File: config.mk
export PLATFORM = sky130hd
export DESIGN_NAME = tmt_tap_cfg
export DESIGN_NICKNAME = d
export VERILOG_FILES = /design/src/tmt_i2c_slave.v /design/src/tmt_jerk_calc.v /design/src/tmt_tap_cfg.v
export VERILOG_INCLUDE_DIRS = /design/src
export SDC_FILE = /design/constraint.sdc
export NUM_CORES = 1
export LEC_CHECK = 0
export ABC_AREA = 1
export BUFFER_PORTS_ARGS = -buffer_cell sky130_fd_sc_hd__buf_2
export CAP_MARGIN = 20
export CORE_MARGIN = 2
export CORE_UTILIZATION = 50
export CTS_CLUSTER_SIZE = 12
export DETAILED_ROUTE_END_ITERATION = 10
export PLACE_DENSITY = 0.7
export SETUP_SLACK_MARGIN = 0.4
export SLEW_MARGIN = 20
export SYNTH_ARGS = -nofsm -noshare
export SYNTH_HDL_FRONTEND = slang
export SYNTH_SLANG_ARGS = --single-unit
File: constraint.sdc
create_clock -name core_clk -period 4.6 [get_ports core_clk]
set_clock_uncertainty 0.2 [all_clocks]
set_input_delay 0.23 -clock core_clk [delete_from_list [all_inputs] [get_ports core_clk]]
set_output_delay 0.23 -clock core_clk [all_outputs]
set_load 0.1 [all_outputs]
File: src/tmt_regs.vh
`ifndef TMT_REGS_VH
`define TMT_REGS_VH
// ================
// Register offsets
`define TMT_OFS_JERK_HI 8'h2C
`define TMT_OFS_JERK_LO 8'h2D
`define TMT_OFS_DUR 8'h2E
`define TMT_OFS_TOTAL 8'h2F
`define TMT_OFS_LAT 8'h30
`define TMT_OFS_WIN 8'h31
`define TMT_OFS_SELFTEST 8'h3A
`define TMT_OFS_MOTION 8'h5A
`define TMT_OFS_ANGLE 8'h5C
`define TMT_OFS_STATUS 8'h7E
// ================
// Reset values
`define TMT_RST_JERK_HI 8'hB6
`define TMT_RST_JERK_LO 8'h1A
`define TMT_RST_DUR 8'hA2
`define TMT_RST_TOTAL 8'h24
`define TMT_RST_LAT 8'h28
`define TMT_RST_WIN 8'hA0
`define TMT_RST_MOTION 8'h08
`define TMT_RST_ANGLE 8'h0C
// ================
// Field positions
`define TMT_HI_LSB_BIT 7
`define TMT_LO_MSB 6
`define TMT_DUR_MIN_MSB 2
`define TMT_DUR_MAX_LSB 3
`define TMT_DUR_MAX_MSB 7
// ================
// Self-test keys
`define TMT_SELFTEST_KEY 8'hCA
`define TMT_SELFTEST_OFF 8'h00
`endif

File: src/tmt_i2c_slave.v
`timescale 1ns/1ps
module tmt_i2c_slave #(
    parameter [6:0] DEV_ADDR = 7'h0F
) (
    // Clock and reset
    input wire core_clk,
    input wire srst,
    // Bus pins
    input wire scl_in,
    input wire sda_in,
    output wire sda_out,
    output wire sda_oe,
    // Register port
    output reg [7:0] reg_addr_r,
    output reg [7:0] wr_data_r,
    output reg wr_stb_r,
    input wire [7:0] rd_data
);
    // ================
    // Pin synchronisers
    reg [1:0] scl_s_r;
    reg [1:0] sda_s_r;
    reg scl_d_r;
    reg sda_d_r;
    wire scl_rise = scl_s_r[1] & ~scl_d_r;
    wire scl_fall = ~scl_s_r[1] & scl_d_r;
    wire start_c = scl_s_r[1] & scl_d_r & sda_d_r & ~sda_s_r[1];
    wire stop_c = scl_s_r[1] & scl_d_r & ~sda_d_r & sda_s_r[1];
    // ================
    // Byte engine
    localparam [2:0] PH_IDLE = 3'h0;
    localparam [2:0] PH_ADDR = 3'h1;
    localparam [2:0] PH_REG = 3'h2;
    localparam [2:0] PH_WR = 3'h3;
    localparam [2:0] PH_RD = 3'h4;
    reg [2:0] phase_r;
    reg [3:0] bitc_r;
    reg [7:0] shift_r;
    reg [7:0] tx_r;
    reg ack_r;
    reg mslot_r;
    reg nack_r;
    assign sda_out = 1'b0;
    assign sda_oe = ack_r | (phase_r == PH_RD && !mslot_r && !tx_r[7]);
    always @(posedge core_clk)
    begin
        if (srst)
        begin
            scl_s_r <= 2'h3;
            sda_s_r <= 2'h3;
            scl_d_r <= 1'b1;
            sda_d_r <= 1'b1;
            phase_r <= PH_IDLE;
            bitc_r <= 4'h0;
            shift_r <= 8'h00;
            tx_r <= 8'hFF;
            ack_r <= 1'b0;
            mslot_r <= 1'b0;
            nack_r <= 1'b0;
            reg_addr_r <= 8'h00;
            wr_data_r <= 8'h00;
            wr_stb_r <= 1'b0;
        end
        else
        begin
            scl_s_r <= {scl_s_r[0], scl_in};
            sda_s_r <= {sda_s_r[0], sda_in};
            scl_d_r <= scl_s_r[1];
            sda_d_r <= sda_s_r[1];
            wr_stb_r <= 1'b0;
            if (start_c)
            begin
                phase_r <= PH_ADDR;
                bitc_r <= 4'h0;
                ack_r <= 1'b0;
                mslot_r <= 1'b0;
            end
            else if (stop_c)
            begin
                phase_r <= PH_IDLE;
                ack_r <= 1'b0;
                mslot_r <= 1'b0;
            end
            else if (scl_rise && phase_r != PH_IDLE)
            begin
                if (mslot_r)
                    nack_r <= sda_s_r[1];
                else if (!ack_r)
                begin
                    shift_r <= {shift_r[6:0], sda_s_r[1]};
                    bitc_r <= bitc_r + 4'h1;
                end
            end
            else if (scl_fall && phase_r != PH_IDLE)
            begin
                if (ack_r)
                begin
                    // Read data is fetched as the address ack ends
                    ack_r <= 1'b0;
                    bitc_r <= 4'h0;
                    if (phase_r == PH_RD)
                    begin
                        tx_r <= rd_data;
                        reg_addr_r <= reg_addr_r + 8'h01;
                    end
                end
                else if (mslot_r)
                begin
                    mslot_r <= 1'b0;
                    bitc_r <= 4'h0;
                    if (nack_r)
                        phase_r <= PH_IDLE;
                    else
                    begin
                        tx_r <= rd_data;
                        reg_addr_r <= reg_addr_r + 8'h01;
                    end
                end
                else if (phase_r == PH_RD)
                begin
                    tx_r <= {tx_r[6:0], 1'b1};
                    if (bitc_r == 4'h8)
                        mslot_r <= 1'b1;
                end
                else if (bitc_r == 4'h8)
                begin
                    case (phase_r)
                        PH_ADDR:
                        begin
                            if (shift_r[7:1] == DEV_ADDR)
                            begin
                                ack_r <= 1'b1;
                                phase_r <= shift_r[0] ? PH_RD : PH_REG;
                            end
                            else
                                phase_r <= PH_IDLE;
                        end
                        PH_REG:
                        begin
                            reg_addr_r <= shift_r;
                            ack_r <= 1'b1;
                            phase_r <= PH_WR;
                        end
                        PH_WR:
                        begin
                            wr_data_r <= shift_r;
                            wr_stb_r <= 1'b1;
                            ack_r <= 1'b1;
                        end
                        default:
                            phase_r <= PH_IDLE;
                    endcase
                end
            end
            // Address advances one cycle after the strobe carries it
            if (wr_stb_r)
                reg_addr_r <= reg_addr_r + 8'h01;
        end
    end
endmodule // tmt_i2c_slave

File: src/tmt_jerk_calc.v
`timescale 1ns/1ps
module tmt_jerk_calc #(
    parameter SW = 8
) (
    // Clock and reset
    input wire core_clk,
    input wire srst,
    // Sample input
    input wire smp_valid,
    input wire [3*SW-1:0] smp_xyz,
    // Jerk index output
    output reg [SW+1:0] jerk_index_r,
    output reg jerk_valid_r
);
    // ================
    // Per-axis absolute difference
    reg [3*SW-1:0] prev_r;
    reg prev_ok_r;
    wire [3*SW-1:0] adiff;
    genvar g;
    generate
        for (g = 0; g < 3; g = g + 1)
        begin : g_axis
            wire signed [SW:0] d = $signed({smp_xyz[g*SW+SW-1], smp_xyz[g*SW +: SW]})
                - $signed({prev_r[g*SW+SW-1], prev_r[g*SW +: SW]});
            wire [SW:0] m = d[SW] ? (~d + {{SW{1'b0}}, 1'b1}) : d;
            // Saturate: a full-scale swing exceeds any 7-bit low limit anyway
            assign adiff[g*SW +: SW] = m[SW] ? {SW{1'b1}} : m[SW-1:0];
        end
    endgenerate
    wire [SW+1:0] jsum = {2'b00, adiff[SW-1:0]} + {2'b00, adiff[2*SW-1:SW]}
        + {2'b00, adiff[3*SW-1:2*SW]};
    always @(posedge core_clk)
    begin
        if (srst)
        begin
            prev_r <= {3*SW{1'b0}};
            prev_ok_r <= 1'b0;
            jerk_index_r <= {(SW+2){1'b0}};
            jerk_valid_r <= 1'b0;
        end
        else
        begin
            jerk_valid_r <= smp_valid & prev_ok_r;
            if (smp_valid)
            begin
                prev_r <= smp_xyz;
                prev_ok_r <= 1'b1;
                jerk_index_r <= jsum;
            end
        end
    end
endmodule // tmt_jerk_calc

File: src/tmt_tap_cfg.v
// Summary of operation
// - Nine-bit high limit split across two registers
// - Jerk index sums absolute axis differences
// - Tap counts only between low and high
// - Tap counters tick once per sample period
// - Tap run length within min and max
// - Double tap total bounded by total time
// - Above-threshold counting capped at latency value
// - Whole tap event completes within window
// - Single tap reported after window expires
// - Tap registers reset to recommended defaults
// - 0xCA enables self-test, 0x00 disables
// - Motion threshold register, reset 0x08
// - Tilt angle threshold register, reset 0x0C
// - Samples at or above high limit are discarded
// - Motion when filtered axis exceeds threshold
// - Motion threshold scaled 16 counts per g

`timescale 1ns/1ps
`include "tmt_regs.vh"

module tmt_tap_cfg #(
    parameter SW = 8,
    parameter [6:0] DEV_ADDR = 7'h0F
) (
    // Clock and reset
    input wire core_clk,
    input wire srst,
    // Serial register bus
    input wire scl_in,
    input wire sda_in,
    output wire sda_out,
    output wire sda_oe,
    // Operating enable from the main control register
    input wire operating_enable_bit,
    // Acceleration samples, signed, one set per sample period
    input wire smp_valid,
    input wire [3*SW-1:0] smp_xyz,
    input wire [3*SW-1:0] hpf_xyz,
    // Detector outputs
    output reg single_tap_r,
    output reg double_tap_r,
    output reg tap_int_r,
    output reg motion_active_r,
    output reg rotate_allowed_r,
    output wire self_test_en,
    output wire [7:0] angle_limit
);

    // ================
    // Register file
    wire [7:0] reg_addr;
    wire [7:0] wr_data;
    wire wr_stb;
    reg [7:0] rd_data;
    reg [7:0] jerk_hi_r;
    reg [7:0] jerk_lo_r;
    reg [7:0] dur_r;
    reg [7:0] total_r;
    reg [7:0] lat_r;
    reg [7:0] win_r;
    reg [7:0] motion_thr_r;
    reg [7:0] angle_r;
    reg [7:0] selftest_r;
    reg last_single_r;
    reg last_double_r;
    wire tap_busy;

    tmt_i2c_slave #(
        .DEV_ADDR(DEV_ADDR)
    ) u_bus (
        .core_clk(core_clk),
        .srst(srst),
        .scl_in(scl_in),
        .sda_in(sda_in),
        .sda_out(sda_out),
        .sda_oe(sda_oe),
        .reg_addr_r(reg_addr),
        .wr_data_r(wr_data),
        .wr_stb_r(wr_stb),
        .rd_data(rd_data)
    );

    // Writes land whatever the enable; the engine idles while it is low,
    // so new limits take effect cleanly from the next enable
    always @(posedge core_clk)
    begin
        if (srst)
        begin
            jerk_hi_r <= `TMT_RST_JERK_HI;
            jerk_lo_r <= `TMT_RST_JERK_LO;
            dur_r <= `TMT_RST_DUR;
            total_r <= `TMT_RST_TOTAL;
            lat_r <= `TMT_RST_LAT;
            win_r <= `TMT_RST_WIN;
            motion_thr_r <= `TMT_RST_MOTION;
            angle_r <= `TMT_RST_ANGLE;
            selftest_r <= `TMT_SELFTEST_OFF;
        end
        else if (wr_stb)
        begin
            case (reg_addr)
                `TMT_OFS_JERK_HI: jerk_hi_r <= wr_data;
                `TMT_OFS_JERK_LO: jerk_lo_r <= wr_data;
                `TMT_OFS_DUR: dur_r <= wr_data;
                `TMT_OFS_TOTAL: total_r <= wr_data;
                `TMT_OFS_LAT: lat_r <= wr_data;
                `TMT_OFS_WIN: win_r <= wr_data;
                `TMT_OFS_SELFTEST: selftest_r <= wr_data;
                `TMT_OFS_MOTION: motion_thr_r <= wr_data;
                `TMT_OFS_ANGLE: angle_r <= wr_data;
                default: ;
            endcase
        end
    end

    // Self-test register is write-only and reads as zero
    always @*
    begin
        case (reg_addr)
            `TMT_OFS_JERK_HI: rd_data = jerk_hi_r;
            `TMT_OFS_JERK_LO: rd_data = jerk_lo_r;
            `TMT_OFS_DUR: rd_data = dur_r;
            `TMT_OFS_TOTAL: rd_data = total_r;
            `TMT_OFS_LAT: rd_data = lat_r;
            `TMT_OFS_WIN: rd_data = win_r;
            `TMT_OFS_MOTION: rd_data = motion_thr_r;
            `TMT_OFS_ANGLE: rd_data = angle_r;
            `TMT_OFS_STATUS: rd_data = {3'h0, rotate_allowed_r, motion_active_r,
                tap_busy, last_double_r, last_single_r};
            default: rd_data = 8'h00;
        endcase
    end

    // Any value other than the key leaves self-test off
    assign self_test_en = (selftest_r == `TMT_SELFTEST_KEY);
    assign angle_limit = angle_r;

    // ================
    // Thresholds and bounds
    wire [8:0] high_limit = {jerk_hi_r, jerk_lo_r[`TMT_HI_LSB_BIT]};
    wire [6:0] low_limit = jerk_lo_r[`TMT_LO_MSB:0];
    wire [2:0] tap_min_count = dur_r[`TMT_DUR_MIN_MSB:0];
    wire [4:0] tap_max_count = dur_r[`TMT_DUR_MAX_MSB:`TMT_DUR_MAX_LSB];

    wire [SW+1:0] jerk_index;
    wire jerk_valid;
    tmt_jerk_calc #(
        .SW(SW)
    ) u_jerk (
        .core_clk(core_clk),
        .srst(srst),
        .smp_valid(smp_valid),
        .smp_xyz(smp_xyz),
        .jerk_index_r(jerk_index),
        .jerk_valid_r(jerk_valid)
    );

    wire [SW+2:0] ji = {1'b0, jerk_index};
    wire over_high = ji >= {{(SW-6){1'b0}}, high_limit};
    wire above_low = ji > {{(SW-4){1'b0}}, low_limit};
    wire in_band = above_low & ~over_high;
    wire below_low = ~above_low;

    // ================
    // Tap qualifier
    localparam [2:0] ST_IDLE = 3'h0;
    localparam [2:0] ST_FIRST = 3'h1;
    localparam [2:0] ST_GAP = 3'h2;
    localparam [2:0] ST_SECOND = 3'h3;
    localparam [2:0] ST_TRAIL = 3'h4;

    reg [2:0] state_r;
    reg [2:0] state_nxt;
    reg [7:0] win_cnt_r;
    reg [7:0] run_cnt_r;
    reg [7:0] tot_cnt_r;
    reg [7:0] lat_cnt_r;
    assign tap_busy = (state_r != ST_IDLE);
    wire [7:0] win_inc = (win_cnt_r == 8'hFF) ? win_cnt_r : win_cnt_r + 8'h01;
    wire win_done = (win_inc >= win_r);
    wire can_count = (lat_cnt_r < lat_r);
    wire run_ok = (run_cnt_r >= {5'h00, tap_min_count})
        && (run_cnt_r <= {3'h0, tap_max_count});
    wire tot_ok = (tot_cnt_r <= total_r);
    reg fire_single;
    reg fire_double;

    always @*
    begin
        state_nxt = state_r;
        fire_single = 1'b0;
        fire_double = 1'b0;
        case (state_r)
            ST_IDLE:
                if (in_band)
                    state_nxt = ST_FIRST;
            ST_FIRST:
                if (win_done)
                    state_nxt = ST_IDLE;
                else if (below_low)
                    state_nxt = run_ok ? ST_GAP : ST_IDLE;
            ST_GAP:
                if (win_done)
                begin
                    fire_single = 1'b1;
                    state_nxt = ST_IDLE;
                end
                else if (in_band)
                    state_nxt = ST_SECOND;
            ST_SECOND:
                if (below_low && run_ok && tot_ok)
                begin
                    fire_double = 1'b1;
                    state_nxt = ST_IDLE;
                end
                else if (win_done)
                begin
                    fire_single = 1'b1;
                    state_nxt = ST_IDLE;
                end
                else if (below_low)
                    state_nxt = ST_TRAIL;
            ST_TRAIL:
                if (win_done)
                begin
                    fire_single = 1'b1;
                    state_nxt = ST_IDLE;
                end
            default:
                state_nxt = ST_IDLE;
        endcase
    end

    always @(posedge core_clk)
    begin
        if (srst || !operating_enable_bit)
        begin
            state_r <= ST_IDLE;
            win_cnt_r <= 8'h00;
            run_cnt_r <= 8'h00;
            tot_cnt_r <= 8'h00;
            lat_cnt_r <= 8'h00;
            single_tap_r <= 1'b0;
            double_tap_r <= 1'b0;
            tap_int_r <= 1'b0;
        end
        else
        begin
            single_tap_r <= 1'b0;
            double_tap_r <= 1'b0;
            tap_int_r <= 1'b0;
            // One step per new sample set, in sample periods
            if (jerk_valid)
            begin
                state_r <= state_nxt;
                single_tap_r <= fire_single;
                double_tap_r <= fire_double;
                tap_int_r <= fire_single | fire_double;
                win_cnt_r <= win_inc;
                if (state_r == ST_IDLE)
                begin
                    // Fresh candidate event
                    win_cnt_r <= 8'h01;
                    run_cnt_r <= 8'h01;
                    tot_cnt_r <= 8'h01;
                    lat_cnt_r <= 8'h01;
                end
                else if (state_r == ST_GAP && in_band)
                begin
                    run_cnt_r <= 8'h01;
                    lat_cnt_r <= 8'h01;
                    tot_cnt_r <= tot_cnt_r + {7'h00, tot_cnt_r != 8'hFF};
                end
                else if ((state_r == ST_FIRST || state_r == ST_SECOND)
                    && in_band && can_count)
                begin
                    run_cnt_r <= run_cnt_r + {7'h00, run_cnt_r != 8'hFF};
                    tot_cnt_r <= tot_cnt_r + {7'h00, tot_cnt_r != 8'hFF};
                    lat_cnt_r <= lat_cnt_r + 8'h01;
                end
            end
        end
    end

    // ================
    // Tap result status, held until the next result
    always @(posedge core_clk)
    begin
        if (srst)
        begin
            last_single_r <= 1'b0;
            last_double_r <= 1'b0;
        end
        else if (single_tap_r | double_tap_r)
        begin
            last_single_r <= single_tap_r;
            last_double_r <= double_tap_r;
        end
    end

    // ================
    // Motion and tilt compare, both in the sample domain
    reg [2:0] mot_hit;
    reg [1:0] tilt_hit;
    integer i;
    reg [SW-1:0] a;

    always @*
    begin
        mot_hit = 3'h0;
        tilt_hit = 2'h0;
        a = {SW{1'b0}};
        for (i = 0; i < 3; i = i + 1)
        begin
            a = hpf_xyz[i*SW+SW-1] ? (~hpf_xyz[i*SW +: SW] + {{(SW-1){1'b0}}, 1'b1})
                : hpf_xyz[i*SW +: SW];
            // Filtered data arrives at 16 counts per g
            mot_hit[i] = (a > motion_thr_r);
        end
        for (i = 0; i < 2; i = i + 1)
        begin
            a = smp_xyz[i*SW+SW-1] ? (~smp_xyz[i*SW +: SW] + {{(SW-1){1'b0}}, 1'b1})
                : smp_xyz[i*SW +: SW];
            tilt_hit[i] = (a > angle_r);
        end
    end

    always @(posedge core_clk)
    begin
        if (srst || !operating_enable_bit)
        begin
            motion_active_r <= 1'b0;
            rotate_allowed_r <= 1'b0;
        end
        else if (smp_valid)
        begin
            motion_active_r <= |mot_hit;
            rotate_allowed_r <= |tilt_hit;
        end
    end
endmodule // tmt_tap_cfg

==> flow_summary_export.csv <==
group,metric,value,unit
clocking,clkSinkCount,199,
synthesis,synth_edf_count,0,
detailed_routing,vias,13584,
setup_path,path_delay_family,"simple AND/OR/NAND/NOR gates",
synthesis,ys_seq_area_frac,0.2848,
floorplan,rows,61,
synthesis,syn_area_per_cell,6.791,sq um
sta,max_freq,0.2312,GHz
clocking,cts_tree,"done",
synthesis,syn_nets,2268,
layout,antenna_cells,0,
synthesis,synth_seq_cells,199,
global_routing,grt_antenna_before_repair,0,
clocking,clockBufferDepth,2,
global_routing,use_met2,0.4593,
setup_path,crit_path_start_kind,"register",
setup_path,crit_path_top_delay_cell,"fa_2",
sta,min_period,4.326,ns
placement,dp_hpwl,26760,um
global_routing,grt_usage,0.2537,
floorplan,core,27630,sq um
layout,post-route-util,0.5755,
layout,reg_top3,"u_jerk.prev_r: 24 flops, u_jerk.jerk_index_r: 10 flops",
sta,maxSlewHeadroom,0.2667,
global_routing,grt-busiest-layer,"met2",
synthesis,async_reset_ff_frac,0,
setup_path,critPathMaxStageDelay,0.40,ns
synthesis,synthCells,2060,
layout,synthToLayoutAreaGrowth,13.67,%
synthesis,yosys_warnings,0,
layout,max_flop_register,"u_jerk.prev_r",
detailed_routing,drc_errors,0,
setup_path,crit_top_cell,"nand2_1",
synthesis,synth_largest_area_cell,"dfxtp_1",
sta,rsz0062_at_grt,"yes",
clocking,cts.clk_slew.worst_paths,0.08,ns
detailed_routing,drt_iter0_drc,985,
global_routing,grt_overflow,0,
setup_path,critPathBufInv,4,
detailed_routing,antenna_left,0,
floorplan,die_w,171.3,um
sta,slew_viol_final,0,
detailed_routing,detail_route.first_pass.iterations,5,
detailed_routing,avgRoutedWirePerCell,14.64,um
sta,finalHoldViolations,0,
setup_path,arrival,4.48,ns
placement,dp_cells,2461,
detailed_routing,drt_wl_total,37130,um
floorplan,io_pins,70,
worst_hold_path,hp-class,"primary input to register",
global_routing,grt_max_degree,123,
clocking,cts_buffers,17,
sta,setup_slack,0.2741,ns
layout,drive_gt1_frac,0.1079,
power_and_ir_drop,power.leakage,0.007372,uW
layout,fin_cells,2537,
floorplan,dieArea,29330,sq um
setup_path,crit_type,"register to register",
synthesis,ys_top_cells_by_area,"dfxtp_1 28%, ha_1 13%, nand2_1 11%",
synthesis,synth_cell_types,57,
clocking,clkLatencyLatePin,0.45,ns
global_routing,grtUsageMet1,0.3133,
synthesis,synth_top_area_share,0.2848,
layout,nNetsFinal,2354,
setup_path,cp-end-kind,"register",
setup_path,cp_max_fo,6,
placement,gp_congestion,0.9200,
power_and_ir_drop,ir_drop,0.3362,mV
layout,final_area,15900,sq um
floorplan,die_h,171.3,um
sta,final.period_utilization,0.9404,
layout,fill_cells,2643,
placement,place_area,14640,sq um
synthesis,ys.flop_type,"dfxtp_1",
global_routing,grt_pass1_wl,60090,um
sta,finalSetupViolations,0,
placement,port_buffers,68,
global_routing,grt_pass1_vias,12600,
clocking,clock-root-buffer,"clkbuf_16",
power_and_ir_drop,powerDensity,365.8,nW/um^2
detailed_routing,via_per_inst,5.354,
flow_run,drv_cap,0,
run_status,status,"completed",
clocking,h-tree-depth,4,
placement,pre_cts_ws,0.01863,ns
layout,largest_reg_flops,24,
floorplan,initial_core_util,0.5063,
setup_path,required,4.75,ns
synthesis,syn-cell-area,13990,sq um
global_routing,use_met3,0.03336,
sta,worst_slew_pin_slew,1.100,ns
## layer usage
layer	up-vias	wire length, um
met5	-	0
met3	62	1842
li1	6925	-
met4	0	716
met2	339	18190
met1	6258	16380
## synthesized netlist by cell type, types with 10 or more instances
cell      count
dfxtp_1     199
o211ai_1     25
clkbuf_1     36
nor4_1       10
xor2_1       52
nand2_1     406
nand3b_1     10
nand4_1      28
ha_1        149
inv_1       306
xnor2_1      25
nor3_1       33
o21ai_0     169
nand3_1     100
nor2_1      193
o22ai_1      21
a21oi_1     188
## power breakdown
group          switching, uW  leakage, uW  internal [uW]
combinational           1360      0.00546           1070
clock                    773     0.000294            790
sequential              47.2      0.00162           1780
total                   2180      0.00737           3640
## layout make-up
class,count,area [sq um],area share
multi-input cells,1490,8842,0.5561
flip-flops and latches,199,3989,0.2508
inverters,317,1195,0.07514
repair buffers,121,803.3,0.05052
well taps,378,473.0,0.02974
clock buffers,18,439.2,0.02762
clock inverters,14,160.2,0.01007
## timing repair
action                                  CTS  global route
resized for setup                        35            34
endpoints found under the hold margin    26             0
hold buffers                             26             0
pin swaps                                20            30
buffers inserted                         14             4
cloned                                    0             0
endpoints found under the setup margin    5             7
## cell families after synthesis
kind of cell | synth area share
mux | 0.0008049
compound gates | 0.1676
xor+xnor | 0.04821
simple gates | 0.2542
buf+inv | 0.1037
other cells | 0.0002681
fa+ha+maj | 0.1404
flops | 0.2848
## worst min-delay path, cell delays in order
cell and delay [ns]:
buf_2 0.10, nand2_1 0.05, buf_4 0.21, a21oi_2 0.04
## metrics by stage
stage	total power, uW	hold WS, ns	setup TNS [ns]
2_1_floorplan	3445	0.1338	0
4_1_cts	5579	0.01986	0
3_5_place_dp	3839	0.2193	0
6_report	5817	0.03232	0
3_3_place_gp	3777	0.2148	0
5_1_grt	6174	0.03799	-0.009185
## cell usage in the layout (no fill, tap or decap), types with 4 or more instances in the layout
cell type      count
nand3_1           94
ha_1             139
o31ai_1            4
buf_2             68
xnor2_1           25
inv_1            296
clkinv_1           4
nand2_2           19
xor2_1            50
nand3b_1          10
nor2_2            11
nor2_4             5
o21ai_0          161
dfxtp_1          197
o22ai_1           21
ha_4               9
o21ai_1            6
clkbuf_16         17
nand4_1           28
fa_2               4
nor2_1           190
inv_2             16
dlygate4sd3_1     26
a21oi_1          182
o211ai_1          25
nor3_1            33
inv_8              4
nand3_2            6
o21bai_1           4
buf_4             27
nand2_1          395
a21oi_2            7
or2_2              9
nor4_1            10
## final timing paths
| check | startpoint | endpoint | slack (ns) | cells after the start |
|---|---|---|---|---|
| max | u_jerk.prev_r[8] | u_jerk.jerk_index_r[8] | 0.27 | 32 |
| min | operating_enable_bit | tot_cnt_r[1] | 0.03 | 4 |
| max reg2reg | u_jerk.prev_r[8] | u_jerk.jerk_index_r[8] | 0.27 | 32 |
| min reg2reg | u_bus.sda_s_r[0] | u_bus.sda_s_r[1] | 0.23 | 1 |
Power figures use the tool's default switching activity.
